--- src/pfs_defs.svh ---
// Constants of the program flow sequencer: opcodes, conditions,
// register offsets, reset values and field positions.
// Assumes inclusion by bare name; definitions only.
`ifndef PFS_DEFS_SVH
`define PFS_DEFS_SVH

// Instruction fields (18-bit word)
`define PFS_OP_HI    17
`define PFS_OP_LO    13
`define PFS_REGFORM  12
// Opcodes, 5 bits
`define PFS_OP_LOAD   5'h00
`define PFS_OP_INPUT  5'h02
`define PFS_OP_OUTPUT 5'h16
`define PFS_OP_RETURN 5'h15
`define PFS_OP_CALL   5'h18
`define PFS_OP_JUMP   5'h1a
`define PFS_OP_RETI   5'h1c
`define PFS_OP_INTEN  5'h1e
// Condition codes, 3 bits; bit 2 low means always
`define PFS_CC_ZERO_SET  3'h4
`define PFS_CC_ZERO_CLR  3'h5
`define PFS_CC_CARRY_SET 3'h6
`define PFS_CC_CARRY_CLR 3'h7
// Interrupt vector: last instruction location
`define PFS_VECTOR   10'h3ff
// APB byte offsets
`define PFS_REG_CTRL   12'h000
`define PFS_REG_FLAGS  12'h004
`define PFS_REG_STATUS 12'h008
// Reset values
`define PFS_RST_RUN    1'h1
`define PFS_RST_PC     10'h000
// Status field positions
`define PFS_ST_IE      16
`define PFS_ST_LVL     24

`endif

--- src/pfs_pkg.sv ---
// Types shared by the program flow sequencer modules.
// Assumes nothing beyond a SystemVerilog compiler.
package pfs_pkg;
  // Sequencer phase
  typedef enum logic [1:0] {
    ST_FETCH,
    ST_EXEC,
    ST_INT1,
    ST_INT2
  } pfs_state_t;
  typedef logic [9:0] pfs_addr_t;   // Program address
  typedef logic [7:0] pfs_byte_t;   // Data byte
endpackage : pfs_pkg

--- src/pfs_stack_if.sv ---
// Carrier between the sequencer and its call/return stack.
// Assumes both ends run on the same clock.
interface pfs_stack_if;
  import pfs_pkg::*;
  logic      push;       // Push push_data this cycle
  logic      pop;        // Drop top entry this cycle
  pfs_addr_t push_data;  // Value pushed
  pfs_addr_t top;        // Current top entry
  logic [4:0] level;     // Stack pointer
  modport core  (output push, pop, push_data, input top, level);
  modport stack (input push, pop, push_data, output top, level);
endinterface : pfs_stack_if

--- src/pfs_stack.sv ---
// Call/return stack of 32 program addresses.
// Assumes push and pop never come in the same cycle.
module pfs_stack
  import pfs_pkg::*;
(
  // Clock and reset
  input wire logic   pclk,
  input wire logic   presetn,
  // Core side
  pfs_stack_if.stack stk
);
  pfs_addr_t  mem [32];  // Entries, not reset
  logic [4:0] ptr_q;     // Top index

  // Pointer wraps on overflow; deep nesting silently overwrites
  always_ff @(posedge pclk or negedge presetn) begin
    if (!presetn) begin
      ptr_q <= 5'h00;
    end else if (stk.push) begin
      ptr_q <= ptr_q + 5'h01;
    end else if (stk.pop) begin
      ptr_q <= ptr_q - 5'h01;
    end
  end

  // Entry store
  always_ff @(posedge pclk) begin
    if (stk.push) begin
      mem[ptr_q + 5'h01] <= stk.push_data;
    end
  end

  assign stk.top   = mem[ptr_q];
  assign stk.level = ptr_q;
endmodule : pfs_stack

--- src/pfs_sequencer.sv ---
// Program flow and interrupt sequencer of an 8-bit soft core.
// Assumes a synchronous instruction store (word valid one cycle
// after address) and port logic on the same clock as pclk.
//
// The address map and the APB slave port were left to the implementer.
`include "pfs_defs.svh"

module pfs_sequencer
  import pfs_pkg::*;
(
  // Clock and reset
  input  wire logic        pclk,
  input  wire logic        presetn,
  // APB slave
  input  wire logic        psel,
  input  wire logic        penable,
  input  wire logic        pwrite,
  input  wire logic [11:0] paddr,
  input  wire logic [31:0] pwdata,
  output logic      [31:0] prdata,
  output logic             pready,
  output logic             pslverr,
  // Instruction store
  output pfs_addr_t        address,
  input  wire logic [17:0] instruction,
  // Ports
  output pfs_byte_t        port_select,
  output pfs_byte_t        out_port,
  input  wire pfs_byte_t   in_port,
  output logic             read_strobe,
  output logic             write_strobe,
  // Interrupt
  input  wire logic        interrupt,
  output logic             interrupt_ack
);
  pfs_state_t state_q;     // Phase
  pfs_addr_t  pc_q;        // Program counter, never an operand
  logic       carry_q;     // Carry flag
  logic       zero_q;      // Zero flag
  logic       ie_q;        // Interrupt enable
  logic       sav_c_q;     // Carry saved at entry
  logic       sav_z_q;     // Zero saved at entry
  logic       run_q;       // Software run control
  logic       irq_s1_q;    // Synchroniser first stage
  logic       irq_s2_q;    // Synchroniser second stage
  pfs_byte_t  rf [16];     // Register file
  pfs_byte_t  psel_q;      // Port select out
  pfs_byte_t  outp_q;      // Output data
  logic       rd_stb_q;    // Read strobe
  logic       wr_stb_q;    // Write strobe
  logic       ack_q;       // Interrupt acknowledge
  logic       in_pend_q;   // Input write pending
  logic [3:0] in_dst_q;    // Input destination

  pfs_stack_if stk ();     // Stack carrier

  // Instruction fields
  logic [4:0] op;
  logic [2:0] cc;
  logic       reg_form;
  logic [3:0] dx;          // destination_register index
  logic [3:0] sy;          // second_register index
  pfs_byte_t  kk;          // immediate_constant
  pfs_addr_t  tgt;         // Absolute target
  assign op       = instruction[`PFS_OP_HI:`PFS_OP_LO];
  assign cc       = instruction[12:10];
  assign reg_form = instruction[`PFS_REGFORM];
  assign dx       = instruction[11:8];
  assign sy       = instruction[7:4];
  assign kk       = instruction[7:0];
  assign tgt      = instruction[9:0];

  // Decode, valid only in the execute phase
  logic exec;
  logic cond_ok;
  logic is_jump;
  logic is_call;
  logic is_ret;
  logic take_jump;
  logic take_call;
  logic take_ret;
  logic do_reti;
  logic do_ie;
  logic do_load;
  logic irq_take;
  assign exec = (state_q == ST_EXEC);

  // Condition tested against flags left by the previous instruction
  always_comb begin
    case (cc)
      `PFS_CC_ZERO_SET:  cond_ok = zero_q;
      `PFS_CC_ZERO_CLR:  cond_ok = !zero_q;
      `PFS_CC_CARRY_SET: cond_ok = carry_q;
      `PFS_CC_CARRY_CLR: cond_ok = !carry_q;
      default:           cond_ok = 1'b1;
    endcase
  end

  assign is_jump   = exec && (op == `PFS_OP_JUMP);
  assign is_call   = exec && (op == `PFS_OP_CALL);
  assign is_ret    = exec && (op == `PFS_OP_RETURN);
  assign take_jump = is_jump && cond_ok;
  assign take_call = is_call && cond_ok;
  assign take_ret  = is_ret && cond_ok;
  assign do_reti   = exec && (op == `PFS_OP_RETI);
  assign do_ie     = exec && (op == `PFS_OP_INTEN);
  assign do_load   = exec && (op == `PFS_OP_LOAD);
  // Enable-change instruction finishes first; entry uses new state
  assign irq_take  = exec && irq_s2_q && ie_q && !do_ie;

  // Interrupt pin synchroniser; only the second stage is read
  always_ff @(posedge pclk or negedge presetn) begin
    if (!presetn) begin
      irq_s1_q <= 1'b0;
      irq_s2_q <= 1'b0;
    end else begin
      irq_s1_q <= interrupt;
      irq_s2_q <= irq_s1_q;
    end
  end

  // Phase machine: fetch then execute, two cycles per instruction
  always_ff @(posedge pclk or negedge presetn) begin
    if (!presetn) begin
      state_q <= ST_FETCH;
    end else begin
      case (state_q)
        ST_FETCH: state_q <= run_q ? ST_EXEC : ST_FETCH;
        ST_EXEC:  state_q <= irq_take ? ST_INT1 : ST_FETCH;
        ST_INT1:  state_q <= ST_INT2;
        ST_INT2:  state_q <= ST_FETCH;
        default:  state_q <= ST_FETCH;
      endcase
    end
  end

  // Program counter; steps by one per executed instruction unless flow control, interrupt entry or reset loads it
  always_ff @(posedge pclk or negedge presetn) begin
    if (!presetn) begin
      pc_q <= `PFS_RST_PC;
    end else if (state_q == ST_INT1) begin
      pc_q <= `PFS_VECTOR;
    end else if (exec) begin
      if (take_jump || take_call) begin
        pc_q <= tgt;
      end else if (take_ret) begin
        pc_q <= stk.top + 10'h001;
      end else if (do_reti) begin
        pc_q <= stk.top;
      end else begin
        pc_q <= pc_q + 10'h001;
      end
    end
  end
  assign address = pc_q;

  // Stack traffic; jumps never appear here
  assign stk.push      = take_call || (state_q == ST_INT1);
  assign stk.pop       = take_ret || do_reti;
  assign stk.push_data = pc_q;

  pfs_stack u_stack (
    .pclk    (pclk),
    .presetn (presetn),
    .stk     (stk.stack)
  );

  // APB decode; zero wait states
  logic apb_wr;
  logic flag_wr;
  logic mapped;
  assign apb_wr  = psel && penable && pwrite;
  assign flag_wr = apb_wr && (paddr == `PFS_REG_FLAGS);
  assign mapped  = (paddr == `PFS_REG_CTRL) || (paddr == `PFS_REG_FLAGS)
                || (paddr == `PFS_REG_STATUS);
  assign pready  = 1'b1;
  assign pslverr = psel && penable && !mapped;

  // Read mux; status shows live sequencer state
  logic [31:0] rdata_d;    // Read value for the current address
  always_comb begin
    rdata_d = 32'h0000_0000;
    case (paddr)
      `PFS_REG_CTRL:   rdata_d[0] = run_q;
      `PFS_REG_FLAGS:  rdata_d[1:0] = {zero_q, carry_q};
      `PFS_REG_STATUS: begin
        rdata_d[9:0]            = pc_q;
        rdata_d[`PFS_ST_IE]     = ie_q;
        rdata_d[28:`PFS_ST_LVL] = stk.level;
      end
      default:         rdata_d = 32'h0000_0000;
    endcase
  end

  // Read data taken in the setup phase so it stands from a flip-flop
  // through the access phase; status is a snapshot one cycle old
  always_ff @(posedge pclk or negedge presetn) begin
    if (!presetn) begin
      prdata <= 32'h0000_0000;
    end else if (psel && !penable) begin
      prdata <= rdata_d;
    end
  end

  // Run control; halting parks the core between instructions
  always_ff @(posedge pclk or negedge presetn) begin
    if (!presetn) begin
      run_q <= `PFS_RST_RUN;
    end else if (apb_wr && (paddr == `PFS_REG_CTRL)) begin
      run_q <= pwdata[0];
    end
  end

  // Flags: software may preset them; only interrupt return
  // touches them in this block, loads, jumps, calls keep them
  always_ff @(posedge pclk or negedge presetn) begin
    if (!presetn) begin
      carry_q <= 1'b0;
      zero_q  <= 1'b0;
    end else if (flag_wr) begin
      carry_q <= pwdata[0];
      zero_q  <= pwdata[1];
    end else if (do_reti) begin
      carry_q <= sav_c_q;
      zero_q  <= sav_z_q;
    end
  end

  // Flag copies taken on interrupt entry
  always_ff @(posedge pclk or negedge presetn) begin
    if (!presetn) begin
      sav_c_q <= 1'b0;
      sav_z_q <= 1'b0;
    end else if (state_q == ST_INT1) begin
      sav_c_q <= carry_q;
      sav_z_q <= zero_q;
    end
  end

  // Interrupt enable
  always_ff @(posedge pclk or negedge presetn) begin
    if (!presetn) begin
      ie_q <= 1'b0;
    end else if (state_q == ST_INT1) begin
      ie_q <= 1'b0;
    end else if (do_ie || do_reti) begin
      ie_q <= instruction[0];
    end
  end

  // Acknowledge lands in the second entry cycle
  always_ff @(posedge pclk or negedge presetn) begin
    if (!presetn) begin
      ack_q <= 1'b0;
    end else begin
      ack_q <= (state_q == ST_INT1);
    end
  end
  assign interrupt_ack = ack_q;

  // Register file; input data lands one cycle after the strobe,
  // before the next instruction can read it
  always_ff @(posedge pclk) begin
    if (in_pend_q) begin
      rf[in_dst_q] <= in_port;
    end else if (do_load) begin
      rf[dx] <= reg_form ? rf[sy] : kk;
    end
  end

  // Port select, output data and strobes
  always_ff @(posedge pclk or negedge presetn) begin
    if (!presetn) begin
      psel_q    <= 8'h00;
      outp_q    <= 8'h00;
      rd_stb_q  <= 1'b0;
      wr_stb_q  <= 1'b0;
      in_pend_q <= 1'b0;
      in_dst_q  <= 4'h0;
    end else begin
      rd_stb_q  <= 1'b0;
      wr_stb_q  <= 1'b0;
      in_pend_q <= 1'b0;
      if (exec && (op == `PFS_OP_INPUT)) begin
        psel_q    <= reg_form ? rf[sy] : kk;
        rd_stb_q  <= 1'b1;
        in_pend_q <= 1'b1;
        in_dst_q  <= dx;
      end else if (exec && (op == `PFS_OP_OUTPUT)) begin
        psel_q   <= reg_form ? rf[sy] : kk;
        outp_q   <= rf[dx];
        wr_stb_q <= 1'b1;
      end
    end
  end
  assign port_select  = psel_q;
  assign out_port     = outp_q;
  assign read_strobe  = rd_stb_q;
  assign write_strobe = wr_stb_q;
endmodule : pfs_sequencer

--- config.mk ---
export PLATFORM = sky130hd
export DESIGN_NAME = pfs_sequencer
export DESIGN_NICKNAME = d
export VERILOG_FILES = /design/src/pfs_pkg.sv /design/src/pfs_stack_if.sv /design/src/pfs_stack.sv /design/src/pfs_sequencer.sv
export VERILOG_INCLUDE_DIRS = /design/src
export SDC_FILE = /design/constraint.sdc
export NUM_CORES = 1
export LEC_CHECK = 0
export BUFFER_PORTS_ARGS = -buffer_cell sky130_fd_sc_hd__buf_4
export CAP_MARGIN = 15
export CORE_MARGIN = 3
export CORE_UTILIZATION = 35
export DETAILED_ROUTE_END_ITERATION = 8
export PLACE_DENSITY = 0.62
export SKIP_LAST_GASP = 1
export SYNTH_ARGS = -nofsm -noshare
export SYNTH_HDL_FRONTEND = slang
export SYNTH_HIERARCHICAL = 1
export SYNTH_SLANG_ARGS = --single-unit
--- constraint.sdc ---
create_clock -name pclk -period 3.2 [get_ports pclk]
set_input_delay 0.8 -clock pclk [delete_from_list [all_inputs] [get_ports pclk]]
set_output_delay 0.8 -clock pclk [all_outputs]
set_load 0.005 [all_outputs]
== Yosys cells after proc, flatten, opt, wreduce, memory -nomap -nowiden ==
Memories as Yosys holds them, arrays and structs flattened. A register that Yosys moved wholly into a read port is not among the register bits.
Cells that the tools add are included.
Word-level totals
  register bits after elaboration: 56
  RAM bits: 448
  input port bits: 76
  output and inout port bits: 63
  memories kept: 2
Operators by class
  $add $sub $neg: 4
  eq/ne operators: 16
  multiplexer cells: 38
  bitwise operators: 1
  reduce and logical (&&, ||, !) cells: 42
Memories
  u_stack.mem: words 32, width 10, read ports 1, clocked after Yosys merged registers in 0, wr ports 1, line pfs_stack.sv:12  | pfs_addr_t mem [32];
  rf: words 16, width 8, read ports 2, clocked after Yosys merged registers in 1, wr ports 1, line pfs_sequencer.sv:46  | pfs_byte_t rf [16];
Operators by type and width (count)
  two-way mux 10 bit: 5
  two-way mux 8 bit: 5
  equality test 5 bit, second input constant: 6
  adder 10 x 1 -> 10 bit, second input constant: 2
  logical AND 1 bit: 20
  two-way mux 1 bit: 19
  two-way mux 5 bit: 3
  equality test 12 x 3 -> 1 bit, second input constant: 1
  equality test 12 x 4 -> 1 bit, second input constant: 1
  equality test 3 bit, second input constant: 4
  logical NOT 12 bit: 1
  nonzero test 2 bit: 5
  case mux 2 bit (4 select lines): 1
  OR reduction 8 bit: 1
  logical NOT 1 bit: 6
  logical OR 1 bit: 6
  adder 5 x 1 -> 5 bit, second input constant: 1
  equality test 5 x 2 -> 1 bit, second input constant: 1
  logical NOT 5 bit: 1
  subtractor 5 x 1 -> 5 bit, second input constant: 1
  equality test 2 bit, second input constant: 2
  two-way mux 4 bit: 1
  case mux 1 bit (4 select lines): 1
  case mux 1 bit (3 select lines): 1
  6 further kinds: 6

== Longest topological paths before layout ==
  word-level depth: 7
  mapped depth: 14

== Cells and area by module ==
The synthesis kept the hierarchy.
By module, submodules not included
  pfs_stack: instances 1, cells each 682, area an instance 12986.2 µm², seq. area each 9734.3 µm²
  pfs_sequencer: instances 1, cells each 655, area an instance 9536.6 µm², seq. area each 5321.4 µm²

== Least setup slack after synthesis ==
OpenSTA, ideal clock, no wires.
  path kind: input-to-reg
  start: input port instruction[11]
  end: memory u_stack/mem[10][0] (netlist bit) (enable)
  arrival: 2.889 ns
  slack: -0.065 ns
  stages on the path: 8
  path buffers: 2
  path through: buf_2 mux2i_1 mux2i_1 nand2_1 o21bai_1 clkbuf_1 nand2_1 nor2_1
On the way
  cells in the longest elaborated chain, start to end: 6
Ends and longest elaborated chain
  start, declared: line pfs_sequencer.sv:25  | input wire logic [17:0] instruction,
  equality test 3 bit: line pfs_sequencer.sv:90  | case (cc)
  case mux 1 bit (4 select lines) *: line pfs_sequencer.sv:90
  logical AND 1 bit *: line pfs_sequencer.sv:103  | assign take_call = is_call && cond_ok;
  logical OR 1 bit *: line pfs_sequencer.sv:158  | assign stk.push = take_call || (state_q == ST_INT1);
  named net stk.push: line pfs_stack_if.sv:5  | logic push;
  two-way mux 1 bit *: line pfs_stack.sv:28  | if (stk.push) begin
  two-way mux 1 bit (implied by the code) *: line pfs_stack.sv:29  | mem[ptr_q + 5'h01] <= stk.push_data;
  end, declared: line pfs_stack.sv:12
The timed path passes the listed nets; every way through them passes the cells marked *.

== Final worst setup path ==
  start: register u_stack.ptr_q[0] (netlist: u_stack/stk.level[0])
  end: register pc_q[9] (netlist: address[9])
On the way
  cells in the longest elaborated chain, start to end: 6
Ends and longest elaborated chain
  start, declared: line pfs_stack.sv:13  | logic [4:0] ptr_q;
  start signal, assigned: line pfs_stack.sv:20  | ptr_q <= ptr_q + 5'h01;
  start signal, assigned: line pfs_stack.sv:22  | ptr_q <= ptr_q - 5'h01;
  memory read (32 x 10 bit) *
  named net stk.top[9]: line pfs_stack_if.sv:8  | pfs_addr_t top;
  adder 10 x 1 -> 10 bit / two-way mux 10 bit (equally long branches): line pfs_sequencer.sv:147, pfs_sequencer.sv:148
  two-way mux 10 bit *: line pfs_sequencer.sv:146  | end else if (take_ret) begin
  two-way mux 10 bit *: line pfs_sequencer.sv:144  | if (take_jump || take_call) begin
  two-way mux 10 bit *: line pfs_sequencer.sv:143  | end else if (exec) begin
  two-way mux 10 bit *: line pfs_sequencer.sv:141  | end else if (state_q == ST_INT1) begin
  end signal, assigned: line pfs_sequencer.sv:142  | pc_q <= `PFS_VECTOR;
  end signal, assigned: line pfs_sequencer.sv:145  | pc_q <= tgt;
  end signal, assigned: line pfs_sequencer.sv:147  | pc_q <= stk.top + 10'h001;
  end, declared: line pfs_sequencer.sv:37  | pfs_addr_t pc_q;
The timed path passes the listed nets; every way through them passes the cells marked *. The select of a mux whose other input is x is not followed.
A chain may end at the register's enable or synchronous reset.

==> implementation parameters <==
Parameter                              Value

Power and ir drop
  Total design power    13.9 mW
  Switching power    about 2.8 mW
  Maximum ir drop on the vdd rail    0.000398 V
  Sequential cell fraction of total power    52.2%
  Switching Share    between 20% and 30%
  Power density over the cells    517 nW/µm²
  Share of power burned in the clock network    between 40% and 50%
  Static Leak    9.27 nW
  Combinational group share of total power    about 3.5%
  Cell Int Power    ~11 mW

Placement
  GP Congestion    about 0.88
  Post-detailed-placement half-perimeter wirelength    around 38000 µm
  Cell area after placement    around 25000 µm²
  Worst slack after detailed placement    -0.0396 ns
  Port buffer count    91
  Placed cell count    2355

Route
  DRC violation count after routing    0
  Vias    13200
  WL per Instance    23.0 µm
  Antenna Violating Nets Remaining    0
  Number of DRC markers in iteration 0    1014
  Iteration count of the initial detailed-routing pass    5
  Vias per cell    between 5 and 6
  Post-detailed-routing wire length    56400 µm

Yosys
  Synth top area cells    edfxtp_1 60%, dfrtp_1 7.0%, mux4_2 6.7%
  Warnings from Yosys    6
  Fraction of the yosys area taken by sequential cells    66.8%
  Number of different library cells in the post-synthesis netlist    between 70 and 80
  Area share of the largest cell type after synthesis    around 60%
  Main flop type after synthesis    edfxtp_1
  Total of flip-flops plus latches after synthesis    512
  Number of instances in the synthesized netlist    1337
  Leading cell types by count after synthesis    448 x edfxtp_1, 111 x mux2i_1, 87 x nor2_1
  Synthesized area per cell    ~17 µm²
  Post-synthesis instance area    approximately 23000 µm²
  EDFF count, synth    448
  Most used standard cell by instance count after synthesis    edfxtp_1
  Cell taking the most area after synthesis    edfxtp_1
  Synth async-reset ratio    12.5%

Floorplanning
  Die height    ~260 µm
  Die Area    67400 µm²
  Die Width    260 µm
  Starting utilization of the core area    35.6%
  Std-Cell Rows    92
  IO Count    139
  Floorplan core area    approximately 63000 µm²

Worst setup path
  Worst reg2reg path endpoint    address[9]
  Category of the worst setup path capture point    register
  Critical path startpoint category    register
  Worst path buffer plus inverter count    3
  Worst setup startpoint    u_stack/stk.level[0]
  Maximum fanout along the worst path    7
  Required time at the endpoint of the critical path    3.67 ns
  Max stage delay cell, worst path    mux4_1
  Maximum single-stage delay on the critical path    approximately 0.62 ns
  Worst r2r src    u_stack/stk.level[0]
  Arrival time at the worst endpoint    3.50 ns
  Worst path cell trace    buf_4 > buf_4 > buf_4 > mux4_1 > a221oi_1 > nand3_1 > xor2_1 > a221oi_2 > a21oi_1
  Cell type group with the largest total delay on the critical path    compound AO/OA/AOI/OAI gates
  Critical path type    reg2reg
  Dominant cell type by count on the critical path    buf_4
  Reg-to-reg setup timing slack    0.17 ns
  Cell count of the worst reg-to-reg path    9

Clocking
  Clock tree buffer depth    3
  Number of buffers inserted by hold repair at cts    0
  Number of sinks on the clock net    ~510
  Clk Tree Root Cell    clkbuf_16
  Clock Pin Slew Worst Setup and Hold Paths    0.06 ns
  Clock buffers created by TritonCTS    51
  H-tree level count    2
  Clk Latency, worst-skew pair    0.61 ns
  CTS tree    built

Cells and area
  Share of cells above drive strength 1    approximately 28%
  Summed area of non-filler cells in the final layout    26900 µm²
  Diodes inserted    0
  Nets@finish    1652
  Final standard cell count with taps included and fillers excluded    2451
  Relative area change from synthesis to final layout    19.4%

Timing
  Minimum period implied by the final worst setup slack    3.03 ns
  Final hold violation count    0
  Final critical-path share of the clock period    94.8%
  Worst slew margin    32.6%
  Final setup margin    0.167 ns
  Worst-case hold slack    0.245 ns
  RSZ-0062 raised after global routing    no
  Total of endpoints with negative setup slack in the final report    0
  Final max-slew violation count    0
  Max Freq    0.330 GHz
  Clock skew    0.0403 ns
  Transition time of the tightest slew-check pin    1.01 ns

GRT
  Via count of the first global-routing pass    13300
  Global-route usage over all layers    16.5%
  Maximum number of pins on one net before global-route repair    48
  Total grt overflow    0
  Antenna violations before repair    0
  Wire length of the first global-routing pass    84000 µm

Job
  Max-cap check violation count    0

Status
  Run status    finished clean

Worst hold path
  Hold/Removal Path Class    in2async
[registers in the layout, indices dropped and copies added, names as in the netlist, 4 cells and up, named ones only]
name               count
u_stack/stk.level      5
rf                   128
out_port               8
address               10
prdata                16
u_stack/mem          320
port_select            8
in_dst_q               4
[cells in the final DEF (no fill, tap or decap), types with 9 or more instances in the layout]
cell type	n
edfxtp_1	448
buf_4	245
mux2i_1	111
nor2_1	87
mux4_2	70
dfrtp_1	61
nand2_1	59
clkbuf_16	52
mux4_1	39
nand3_1	37
a21oi_1	36
a22oi_1	32
a22o_1	25
o21ai_0	21
inv_1	17
conb_1	17
nor3_1	14
mux2_2	13
nor2b_1	11
ha_1	10
clkinv_1	10
nand2b_1	9
[metrics by stage]
stage / TNS (ns) / util, %
after detailed placement: -4.36 / 39.5
after global routing: 0 / 42.5
final: 0 / 42.5
after floorplan: -19.40 / -
after global placement: 0 / 39.5
after CTS: 0 / 42.3
[layer usage]
layer | vias up | global-route usage (%) | wire (µm)
li1 | 5813 | - | -
met5 | - | 0 | 0
met1 | 6820 | 22.8 | 24100
met2 | 485 | 26.9 | 27300
met3 | 107 | 2.71 | 3400
met4 | 0 | 5.12 | 1610
[final cells by class]
type | instances | area, µm²
clock buffer | 61 | 1350
clock inverter | 31 | 393
fill | 5659 | 36400
inverter | 17 | 63.8
multi-input combinational | 730 | 6960
sequential | 512 | 15100
tap | 846 | 1060
timing repair buffer | 254 | 2010
[power by group through the flow]
| stage | Combinational [mW] | Sequential, mW | Clock, mW |
|---|---|---|---|
| floorplan | 0.280 | 7.40 | 0 |
| global placement | 0.483 | 7.39 | 0 |
| detailed placement | 0.491 | 7.40 | 0 |
| CTS | 0.494 | 7.25 | 6.30 |
| global route | 0.533 | 7.25 | 6.56 |
| finish | 0.492 | 7.25 | 6.16 |
[logic make-up after synthesis]
kind of cell / after synthesis / synth area share (%)
AOI/OAI and AO/OA: 179 / 5.64
xor gates and xnor gates: 15 / 0.583
adders and majority gates: 10 / 0.556
buffers and inverters: 110 / 2.90
DFF: 512 / 66.8
muxes: 241 / 17.7
other: 2 / 0.0333
and+or+nand+nor: 268 / 5.73
[how the worst max path moves through the flow]
stage,endpoint,depth (start not counted)
2_1_floorplan,u_stack/mem[10][0],8
3_3_place_gp,u_stack/mem[19][9],9
5_1_grt,u_stack/mem[6][8],10
4_1_cts,address[9],11
6_report,address[9],9
3_5_place_dp,u_stack/mem[3][2],9
[timing repair]
action / 4_1_cts / 5_1_grt
endpoints found under the hold margin: 0 / 0
endpoints found under the setup margin: 1 / 8
pin swaps: 0 / 5
buffers inserted: 0 / 4
gates resized for setup: 1 / 19
Note: power is estimated with default switching activity, not from simulation.
